**src/shared/pcs_pkg.sv**
```systemverilog
// parameter category store: object indices, keys, category masks, carriers and states
// assumes one device clock; the object dictionary and nonvolatile backend share it
package pcs_pkg;
	//////////////////////////////////////////////////////////////////////////////
	// object indices reached over the dictionary access port
	localparam logic [15:0] IDX_SAVE = 16'h1010; // category_save_trigger
	localparam logic [15:0] IDX_DISCARD = 16'h1011; // category_discard_trigger
	localparam logic [15:0] IDX_MARKER = 16'h1020; // config_modified_marker
	localparam logic [7:0] SUB_COUNT = 8'h06; // highest trigger subindex
	localparam logic [7:0] SUB_ALL = 8'h01; // subindex selecting every category
	localparam logic [7:0] MARK_COUNT = 8'h02; // marker entries: date, time
	// key patterns and completion value
	localparam logic [31:0] KEY_SAVE = 32'h65766173;
	localparam logic [31:0] KEY_DISCARD = 32'h64616f6c;
	localparam logic [31:0] SAVE_DONE_VAL = 32'h00000001;
	localparam logic [31:0] RESET_VAL = 32'h00000000;
	//////////////////////////////////////////////////////////////////////////////
	// category mask bits
	localparam int CAT_COMM = 0;
	localparam int CAT_APP = 1;
	localparam int CAT_CUST = 2;
	localparam int CAT_DRIVE = 3;
	localparam int CAT_TUNE = 4;
	localparam logic [4:0] MASK_NONE = 5'h00;
	localparam logic [4:0] MASK_ALL = 5'h1f;
	localparam logic [4:0] MASK_FACTORY = 5'h0f; // every category but tuning
	// objects with a fixed category
	localparam logic [15:0] IDX_SUBMODE = 16'h3202;
	localparam logic [15:0] IDX_TUNE_LO = 16'h2030;
	localparam logic [15:0] IDX_TUNE_HI = 16'h2059;
	localparam logic [15:0] IDX_POLE = 16'h2030;
	localparam logic [15:0] IDX_MAXCUR = 16'h2031;
	localparam logic [15:0] IDX_MAXSPD = 16'h2032;
	localparam logic [15:0] IDX_OVLD = 16'h203b; // overload_integral_settings
	localparam logic [15:0] IDX_ENC_ALIGN = 16'h2050;
	localparam logic [15:0] IDX_ENC_OPT = 16'h2051;
	localparam logic [15:0] IDX_ENC_RES = 16'h2052;
	localparam logic [15:0] IDX_ENC_CFG = 16'h2059;
	//////////////////////////////////////////////////////////////////////////////
	// carriers
	typedef enum logic [1:0] {NV_LOAD, NV_SAVE, NV_ERASE} pcs_nvop_e;
	typedef enum logic [2:0] {ST_LOAD, ST_LOAD_WAIT, ST_IDLE, ST_SAVE, ST_ERASE} pcs_state_e;
	typedef struct packed {
		logic wr; // write strobe, one cycle
		logic rd; // read strobe, one cycle
		logic [15:0] index;
		logic [7:0] sub;
		logic [31:0] wdata;
	} pcs_od_req_s;
	typedef struct packed {
		logic ack; // one-cycle answer
		logic err; // unmapped or refused
		logic [31:0] rdata;
	} pcs_od_rsp_s;
	typedef struct packed {
		logic req; // held until the backend signals done
		pcs_nvop_e op;
		logic [4:0] mask; // categories touched
		logic [31:0] mark_date; // marker entries to persist on save-all
		logic [31:0] mark_time;
	} pcs_nv_cmd_s;
	typedef struct packed {
		logic [31:0] mark_date;
		logic [31:0] mark_time;
	} pcs_mark_s;
endpackage : pcs_pkg

```
**src/hdl/pcs_store.sv**
```systemverilog
// parameter category store: save, discard and modification-marker control
// assumes dictionary port, object-write report and nonvolatile backend all run on CLK
//
// Overview of operation
// - save key in store subindex starts save
// - finished save writes 1 into that subindex
// - subindex 01 all, 02..06 single categories
// - discard key in restore subindex erases category
// - discard via 01 spares the tuning category
// - erase done triggers automatic restart
// - tuning erased only through restore subindex 06
// - marker saved with save-all on 01
// - savable writes clear marker, except 01 and marker
// - drive category holds only submode select object
// - tuning fixed for objects 2030-2032, 203b, 2050-2052 and 2059
// - reload all saved categories after reset
// - uncategorised objects never stored or restored
`timescale 1ns/1ps
module pcs_store (
	input wire logic CLK,
	input wire logic RST,
	input wire pcs_pkg::pcs_od_req_s OD_REQ, // dictionary access to the three objects
	output logic [33:0] OD_RSP, // pcs_od_rsp_s layout
	input wire logic OBJ_WR, // some other dictionary object was written
	input wire logic [15:0] OBJ_INDEX, // its index
	input wire logic [4:0] OBJ_CAT, // its category mask, zero if uncategorised
	output logic [71:0] NV_CMD, // pcs_nv_cmd_s layout
	input wire logic NV_DONE, // backend finished the pending operation
	input wire pcs_pkg::pcs_mark_s NV_MARK, // marker entries restored by a load
	output logic SAVE_BUSY, // a save is running; motion must stay off
	output logic RESTART // one-cycle restart request after a discard
);
	//////////////////////////////////////////////////////////////////////////////
	// state
	typedef struct packed {
		pcs_pkg::pcs_state_e state;
		logic [5:0][31:0] save_val; // store subindex contents
		logic [5:0][31:0] disc_val; // restore subindex contents
		logic [2:0] slot; // subindex of the running operation, minus one
		pcs_pkg::pcs_mark_s mark;
		pcs_pkg::pcs_od_rsp_s rsp;
		pcs_pkg::pcs_nv_cmd_s nv;
		logic restart;
		logic busy; // save running, kept as its own flop so the pin comes straight from a register
	} pcs_st_s;

	pcs_st_s st_reg; // registered state
	pcs_st_s st_next; // next state

	//////////////////////////////////////////////////////////////////////////////
	// decoding
	// category mask selected by a trigger subindex; discard-all keeps tuning
	function automatic logic [4:0] sub_mask(input logic [7:0] sub, input logic discard);
		logic [4:0] m;
		m = pcs_pkg::MASK_NONE;
		if (sub == pcs_pkg::SUB_ALL) begin
			m = discard ? pcs_pkg::MASK_FACTORY : pcs_pkg::MASK_ALL;
		end else if (sub > pcs_pkg::SUB_ALL && sub <= pcs_pkg::SUB_COUNT) begin
			m = 5'(5'h01 << (sub - 8'h02));
		end
		return m;
	endfunction : sub_mask

	// category of a written object; fixed objects override the reported class
	function automatic logic [4:0] obj_mask(input logic [15:0] idx, input logic [4:0] cat);
		logic [4:0] m;
		m = cat;
		if (idx == pcs_pkg::IDX_SUBMODE) begin
			m = 5'(1 << pcs_pkg::CAT_DRIVE);
		end else if (idx == pcs_pkg::IDX_POLE || idx == pcs_pkg::IDX_MAXCUR || idx == pcs_pkg::IDX_MAXSPD ||
			idx == pcs_pkg::IDX_OVLD || idx == pcs_pkg::IDX_ENC_ALIGN || idx == pcs_pkg::IDX_ENC_OPT ||
			idx == pcs_pkg::IDX_ENC_RES || idx == pcs_pkg::IDX_ENC_CFG) begin
			m = 5'(1 << pcs_pkg::CAT_TUNE);
		end
		return m;
	endfunction : obj_mask

	// subindex 01..06 of a trigger object
	function automatic logic sub_valid(input logic [7:0] sub);
		return sub >= pcs_pkg::SUB_ALL && sub <= pcs_pkg::SUB_COUNT;
	endfunction : sub_valid

	logic od_save; // access aimed at the store object
	logic od_disc; // access aimed at the restore object
	logic od_mark; // access aimed at the marker object
	logic [2:0] od_slot; // trigger slot addressed

	assign od_save = OD_REQ.index == pcs_pkg::IDX_SAVE;
	assign od_disc = OD_REQ.index == pcs_pkg::IDX_DISCARD;
	assign od_mark = OD_REQ.index == pcs_pkg::IDX_MARKER;
	assign od_slot = 3'(OD_REQ.sub - 8'h01);

	//////////////////////////////////////////////////////////////////////////////
	// next state
	always_comb begin
		st_next = st_reg;
		st_next.rsp.ack = 1'b0;
		st_next.rsp.err = 1'b0;
		st_next.restart = 1'b0;
		// marker cleared by any categorised write elsewhere; uncategorised ones leave it
		if (OBJ_WR && obj_mask(OBJ_INDEX, OBJ_CAT) != pcs_pkg::MASK_NONE) begin
			st_next.mark = '0;
		end
		// dictionary access: answered one cycle after the strobe
		if (OD_REQ.wr || OD_REQ.rd) begin
			st_next.rsp.ack = 1'b1;
			st_next.rsp.rdata = pcs_pkg::RESET_VAL;
			if ((od_save || od_disc) && OD_REQ.sub == 8'h00) begin
				st_next.rsp.rdata = 32'(pcs_pkg::SUB_COUNT); // entry count
				st_next.rsp.err = OD_REQ.wr;
			end else if ((od_save || od_disc) && sub_valid(OD_REQ.sub)) begin
				st_next.rsp.rdata = od_save ? st_reg.save_val[od_slot] : st_reg.disc_val[od_slot];
				if (OD_REQ.wr && st_reg.state != pcs_pkg::ST_IDLE) begin
					// a second trigger would race the backend; the host polls instead
					st_next.rsp.err = 1'b1; // refused while an operation runs
				end else if (OD_REQ.wr && od_save) begin
					st_next.save_val[od_slot] = OD_REQ.wdata;
					if (OD_REQ.sub != pcs_pkg::SUB_ALL) begin
						st_next.mark = '0;
					end
					if (OD_REQ.wdata == pcs_pkg::KEY_SAVE) begin
						st_next.state = pcs_pkg::ST_SAVE;
						st_next.slot = od_slot;
						st_next.nv.req = 1'b1;
						st_next.nv.op = pcs_pkg::NV_SAVE;
						st_next.nv.mask = sub_mask(OD_REQ.sub, 1'b0);
						// marker as it stands after this write, so a same-cycle clear counts
						st_next.nv.mark_date = st_next.mark.mark_date;
						st_next.nv.mark_time = st_next.mark.mark_time;
					end
				end else if (OD_REQ.wr) begin
					st_next.disc_val[od_slot] = OD_REQ.wdata;
					if (OD_REQ.wdata == pcs_pkg::KEY_DISCARD) begin
						st_next.state = pcs_pkg::ST_ERASE;
						st_next.slot = od_slot;
						st_next.nv.req = 1'b1;
						st_next.nv.op = pcs_pkg::NV_ERASE;
						// discard-all keeps tuning, which only subindex 06 reaches
						st_next.nv.mask = sub_mask(OD_REQ.sub, 1'b1);
					end
				end
			end else if (od_mark && OD_REQ.sub == 8'h00) begin
				st_next.rsp.rdata = 32'(pcs_pkg::MARK_COUNT);
				st_next.rsp.err = OD_REQ.wr;
			end else if (od_mark && OD_REQ.sub == 8'h01) begin
				st_next.rsp.rdata = st_reg.mark.mark_date;
				if (OD_REQ.wr) begin
					st_next.mark.mark_date = OD_REQ.wdata; // host write wins over a clear
				end
			end else if (od_mark && OD_REQ.sub == 8'h02) begin
				st_next.rsp.rdata = st_reg.mark.mark_time;
				if (OD_REQ.wr) begin
					st_next.mark.mark_time = OD_REQ.wdata;
				end
			end else begin
				st_next.rsp.err = 1'b1; // unmapped object or subindex
			end
		end
		// operation sequencing
		case (st_reg.state)
			pcs_pkg::ST_LOAD: begin
				// reload every saved category straight after reset
				st_next.nv.req = 1'b1;
				st_next.nv.op = pcs_pkg::NV_LOAD;
				st_next.nv.mask = pcs_pkg::MASK_ALL;
				st_next.state = pcs_pkg::ST_LOAD_WAIT;
			end
			pcs_pkg::ST_LOAD_WAIT: begin
				if (NV_DONE) begin
					st_next.nv.req = 1'b0;
					// marker entries return with the saved data; a host write this cycle loses
					st_next.mark = NV_MARK;
					st_next.state = pcs_pkg::ST_IDLE;
				end
			end
			pcs_pkg::ST_SAVE: begin
				if (NV_DONE) begin
					st_next.nv.req = 1'b0;
					// key becomes the completion value that the host polls for
					st_next.save_val[st_reg.slot] = pcs_pkg::SAVE_DONE_VAL;
					st_next.state = pcs_pkg::ST_IDLE;
				end
			end
			pcs_pkg::ST_ERASE: begin
				if (NV_DONE) begin
					// no host command needed: the device restarts and reloads
					st_next.nv.req = 1'b0;
					st_next.restart = 1'b1;
					st_next.state = pcs_pkg::ST_LOAD;
				end
			end
			pcs_pkg::ST_IDLE: begin
				// a backend done pulse while idle is ignored
				st_next.nv.req = st_next.nv.req; // only a keyed write starts work
			end
			default: begin
				st_next.state = pcs_pkg::ST_LOAD;
			end
		endcase
		// busy follows the state being entered, so it rises together with the save request
		st_next.busy = st_next.state == pcs_pkg::ST_SAVE;
	end

	//////////////////////////////////////////////////////////////////////////////
	// state register
	always_ff @(posedge CLK or posedge RST) begin
		if (RST) begin
			st_reg <= '0; // load state has code zero
		end else begin
			st_reg <= st_next;
		end
	end

	// outputs come straight from the state register
	assign OD_RSP = st_reg.rsp;
	assign NV_CMD = st_reg.nv;
	assign SAVE_BUSY = st_reg.busy;
	assign RESTART = st_reg.restart;
endmodule : pcs_store

```
**config.mk**
```make
export PLATFORM = sky130hd
export DESIGN_NAME = pcs_store
export DESIGN_NICKNAME = d
export VERILOG_FILES = /design/src/shared/pcs_pkg.sv /design/src/hdl/pcs_store.sv
export SDC_FILE = /design/constraint.sdc
export NUM_CORES = 1
export LEC_CHECK = 0
export BUFFER_PORTS_ARGS = -buffer_cell sky130_fd_sc_hd__buf_2
export CORE_ASPECT_RATIO = 1.25
export CORE_MARGIN = 10
export CORE_UTILIZATION = 60
export DETAILED_ROUTE_END_ITERATION = 6
export PLACE_DENSITY = 0.84
export SLEW_MARGIN = 20
export SYNTH_ARGS = -nofsm -noshare
export SYNTH_HDL_FRONTEND = slang
export SYNTH_SLANG_ARGS = --single-unit
export TNS_END_PERCENT = 100
```
**constraint.sdc**
```tcl
create_clock -name CLK -period 22.5 [get_ports CLK]
set_clock_uncertainty 0.15 [all_clocks]
set_input_delay 1.125 -clock CLK [delete_from_list [all_inputs] [get_ports CLK]]
set_output_delay 1.125 -clock CLK [all_outputs]
set_load 0.01 [all_outputs]
```
# Word level (Yosys, flattened, before mapping)
# Index checks and enable logic that the tools add are counted.
[op_classes] n_addsub=2 n_mul=0 n_div=0 order_cmp=7 eq_ne=27 shifts=1 muxes=68 bitwise=6 n_reduce_logical=35
[op_table] operator="$mux 454" count=2
[op_table] operator="$mux 192" count=3
[op_table] operator="$mux 560" count=1
[op_table] operator="$mux 64" count=8
[op_table] operator="$mux 195" count=2
[op_table] operator="$mux 390" count=1
[op_table] operator="$bwmux 192" count=2
[op_table] operator="$mux 32" count=12
[op_table] operator="$mux 72" count=4
[op_table] operator="$bmux 32 s3" count=2
[op_table] operator="$demux 32 s3" count=2
[op_table] operator="$and 186x186->186" count=1
[op_table] operator="$not 186->186" count=1
[op_table] operator="$eq 16x14->1 const B" count=9
[op_table] operator="$mux 33" count=3
[op_table] operator="$eq 32x31->1 const B" count=2
[op_table] operator="$eq 16x13->1 const B" count=3
[op_table] operator="$mux 3" count=9
[op_table] operator="$mux 5" count=5
[op_table] operator="$mux 8" count=3
[op_table] operator="$pmux 3 s5" count=1
[op_table] operator="$reduce_and 7->1" count=2
[op_table] operator="$logic_and 1x1->1" count=12
[op_table] operator="$reduce_and 6->1" count=2
[op_table] operator="29 further kinds" count=54
[totals] ff_bits=562 latch_bits=0 mem_bits_rw=0 romBits=0 input_bits=147 output_inout_bits=108 elab_cells=172 memories=0

# Longest topological paths before layout
[depth] ltp_word=24 depth_mapped=13 mapped_depth_nobuf=8

# Worst setup path before layout
# No wires, ideal clock.
[synth_timing] kind="input -> register" start="input OD_REQ[32] (netlist bit)" end="register st_reg (netlist bit OD_RSP[8])" setup_time_ns=0.141 t_arrival_ns=3.607 required_ns=22.209 path_slack_ns=18.602 cell_stages=13 n_path_buf=5 cell_sequence="inv_1 clkbuf_1 ha_1 buf_2 buf_2 buf_2 clkbuf_1 mux2i_1 nand2_1 o211ai_1 o21ai_0 a21oi_1 a31oi_1"
[synth_via] elab_chain_cells=7 word_cells_on_any_way=22 classes_between="1 x add/sub; 2 x order compare; 2 x eq/ne; 10 x mux; 7 x reduce/logical"
[synth_rtl] item="start, declared" line_no="pcs_store.sv:22" text="input wire pcs_pkg::pcs_od_req_s OD_REQ,"
[synth_rtl] item="parallel branches: the longest is 6 deep, another holds $sub 3x1->3"
[synth_rtl] item="$mux 33 (*)" line_no="pcs_store.sv:108" text="if ((od_save || od_disc) && OD_REQ.sub == 8'h00) begin"
[synth_rtl] item="end signal, assigned" line_no="pcs_store.sv:210" text="st_reg <= st_next;"
[synth_rtl] item="end, declared" line_no="pcs_store.sv:47" text="pcs_st_s st_reg;"
# Mark *: on every way between the ends. The select of a mux whose other input is x is not followed.
# A chain may end at the register's enable or synchronous reset.

==> results by group <==
Floorplan
  – # rows: 88
  – Initial Utilization: 60.5%
  – # IOs: 255
  – Core Box Area: 46000 um2
  – Die height: 261 um
  – Die width: 213 um
  – Die Footprint: 55400 um2

STA
  – Pins Over Slew Limit: 0
  – Setup_tns: 0 ns
  – Tmin final: 4.96 ns
  – F_max: 0.202 GHz
  – RSZ-0062 raised after global routing: false
  – Fin worst setup slack: 17.54 ns
  – Final hold violation count: 0
  – Crit share post-route: 22.0%
  – Slew Limit Headroom: 20.1%
  – Final setup viols: 0
  – Fin Hold WS: 0.332 ns
  – Worst slew pin tran: 1.20 ns

CTS
  – Clock-pin slew on the worst setup and hold paths: 0.06 ns
  – CTS Hold Buffers Added: 0
  – TritonCTS buffer count: 51
  – Root buffer cell: clkbuf_16
  – Sink Count: 562
  – H-tree levels: 2
  – Setup Buffers After CTS: 0
  – CTS Buffer Depth: 3
  – CTS resizes: 0
  – Worst-Skew Late Latency: 0.60 ns
  – TritonCTS clock tree: yes

Place
  – DP Area: 28600 um2
  – Final HPWL DP: 56.1 mm
  – GP Congestion: 0.945
  – Port buffer count: 254
  – Pre-CTS setup slack: 17.16 ns
  – Placed insts: 3301

Power
  – Tot Pwr: 2.08 mW
  – Static Leak: 14.6 nW
  – Worst VDD drop: 0.0000500 V
  – Pwr dens: 68.6 nW/um2

Drt
  – First drt pass iteration count: 6
  – Vias: 23349
  – Wirelength, routed: 89.8 mm
  – Initial DRC Count: 3048
  – Routed Antenna Nets: 0
  – Drt drc: 0
  – Per-cell routed wire length: 26.4 um
  – Vias/cell: 6.87

Worst setup path
  – CP Data Required Time: 22.80 ns
  – Startpoint Class: primary input
  – Crit Path Class: in2reg
  – Worst Path Arrival: 5.26 ns
  – Reg2reg path depth: 6
  – CP endpoint kind: register
  – Critical Path Fanout Max: 73

GRT
  – Initial antenna violation count: 5
  – Largest net degree at the start of global routing: 190
  – Vias in the first global route: 23440
  – GR Overflow Total: 0
  – Total routing usage reported by global routing: 31.5%
  – First-pass GRT wire length: 136 mm

Synth
  – Async S/R FF share, synth: 100%
  – Yosys warnings: 0
  – Synthesized flop and latch total: 562
  – Sequential share of the synthesized area: 50.5%
  – Netlist Area Pre-Place: 27800 um2
  – Mapped Cells: 2761
  – Syn Area/Cell: 10.1 um2
  – EDFF count, synth: 0
  – Post-synth top flop: dfrtp_1
  – Post-Syn Nets: 2913
  – Synth cell types: 75

Layout
  – Layout cells sized above 1: 24.3%
  – Final Non-Filler Cells: 3399
  – Final core occ: 66.0%
  – Final net count: 2922
  – Synth-to-Final Area Change: 9.15%
  – Fin area: 30400 um2
  – Storage element area: 14100 um2
  – Multi-input logic area: 12100 um2
  – Fillers: 3292

Hold path
  – Hold crit path type: reg2reg
  – Worst hold stages: 1

Run
  – Max-cap violation count: 0

Status
  – Status: finished, final reports clean
cell usage after synthesis (all sizes together), types with 3 or more instances:
master / instances / area [um2]
nand4b: 5 / 50.0
nor4b: 6 / 58.8
o21bai: 3 / 22.5
nand3: 16 / 85.1
a311oi: 4 / 35.0
nand4: 37 / 231
a31oi: 66 / 413
nor3b: 5 / 37.5
and4: 6 / 52.6
a22oi: 4 / 30.0
a221o: 32 / 320
a221oi: 4 / 41.3
o211ai: 26 / 195
mux2: 222 / 2500
nor2: 143 / 537
or4: 6 / 52.6
ha: 5 / 62.6
and3: 42 / 263
mux4: 34 / 766
a2111oi: 3 / 26.3
nor4: 13 / 109
a21oi: 259 / 1300
mux2i: 31 / 310
or3: 5 / 31.3
and2: 8 / 50.1
dfrtp: 562 / 14100
nand2: 515 / 1930
nand2b: 36 / 225
nand3b: 43 / 323
nor2b: 7 / 43.8
buf: 171 / 1130
a22o: 94 / 823
clkbuf: 174 / 653
nor3: 27 / 176
o21ai: 95 / 475
a211oi: 12 / 90.1
inv: 10 / 37.5
where the power goes:
part / total (mW) / internal, mW / switching (mW)
Combinational: 0.168 / 0.0464 / 0.122
Clock: 0.895 / 0.510 / 0.385
Sequential: 1.02 / 1.01 / 0.00446
worst paths after layout:
check | endpoint | start | slack (ns)
min in group asynchronous | st_reg[162] | RST | 0.56
max in group asynchronous | async pin | RST | 19.45
hold reg to reg | register | register | 0.33
setup reg to reg | st_reg[502] | st_reg[561] | 18.76
hold / removal | register | register | 0.33
setup / recovery | st_reg[395] | OD_REQ[32] | 17.54
worst max-delay path: stages:
cell and delay [ns]:
buf_4 0.51, inv_1 0.31, ha_4 0.27, xnor2_2 0.14
buf_4 0.71, buf_4 0.80, nand3_2 0.88, nand2_1 0.29
a21oi_1 0.12
cell usage in the layout, fill, tap and decap left out, types with 6 or more instances in the layout:
cell         n
dfrtp_1    562
nand2_1    514
a21oi_1    259
buf_2      253
mux2_2     214
nor2_1     136
a22o_1      94
o21ai_0     87
a31oi_1     66
clkbuf_16   53
buf_4       45
nand3b_1    43
and3_1      40
nand4_1     37
nand2b_1    36
mux4_2      34
a221o_1     32
mux2i_1     31
o211ai_1    26
nor3_1      16
clkbuf_8    13
nand3_1     12
a211oi_1    12
clkbuf_1    12
clkinv_2    12
inv_1        9
mux2_1       8
and2_1       8
nor2b_1      7
nor4_1       6
nor3_2       6
o21ai_1      6
and4_1       6
metal layers:
metal  GRT usage [%]  part of all wire, %  up-vias
li1                -                    -     9678
met1            38.5                   36    11537
met2            51.7                   48     1762
met3            5.99                   11      368
met4            17.8                  5.6        4
met5               0                0.023        -
logic make-up (layout without fill, tap and decap cells):
group                    count (synthesis)  in the layout  synth area share (%)
flip-flops                             562            562                  50.5
buffers and inverters                  355            405                  6.54
XOR/XNOR                                 2              2                0.0630
multiplexers                           287            287                  12.9
adder cells (fa/ha/maj)                  5              5                 0.225
AND/OR/NAND/NOR                        931            931                  15.7
other                                    0              3                     0
AO/OA/AOI/OAI                          619            619                  14.1
layout make-up:
class | count | share of cell area [%]
well taps | 585 | 2.41
inverters | 10 | 0.148
clock buffers | 78 | 5.10
clock inverters | 16 | 0.560
multi-input cells | 1844 | 40.0
diodes | 3 | 0.0247
repair buffers | 301 | 5.48
flip-flops and latches | 562 | 46.3
(Power assumes the default switching activity.)
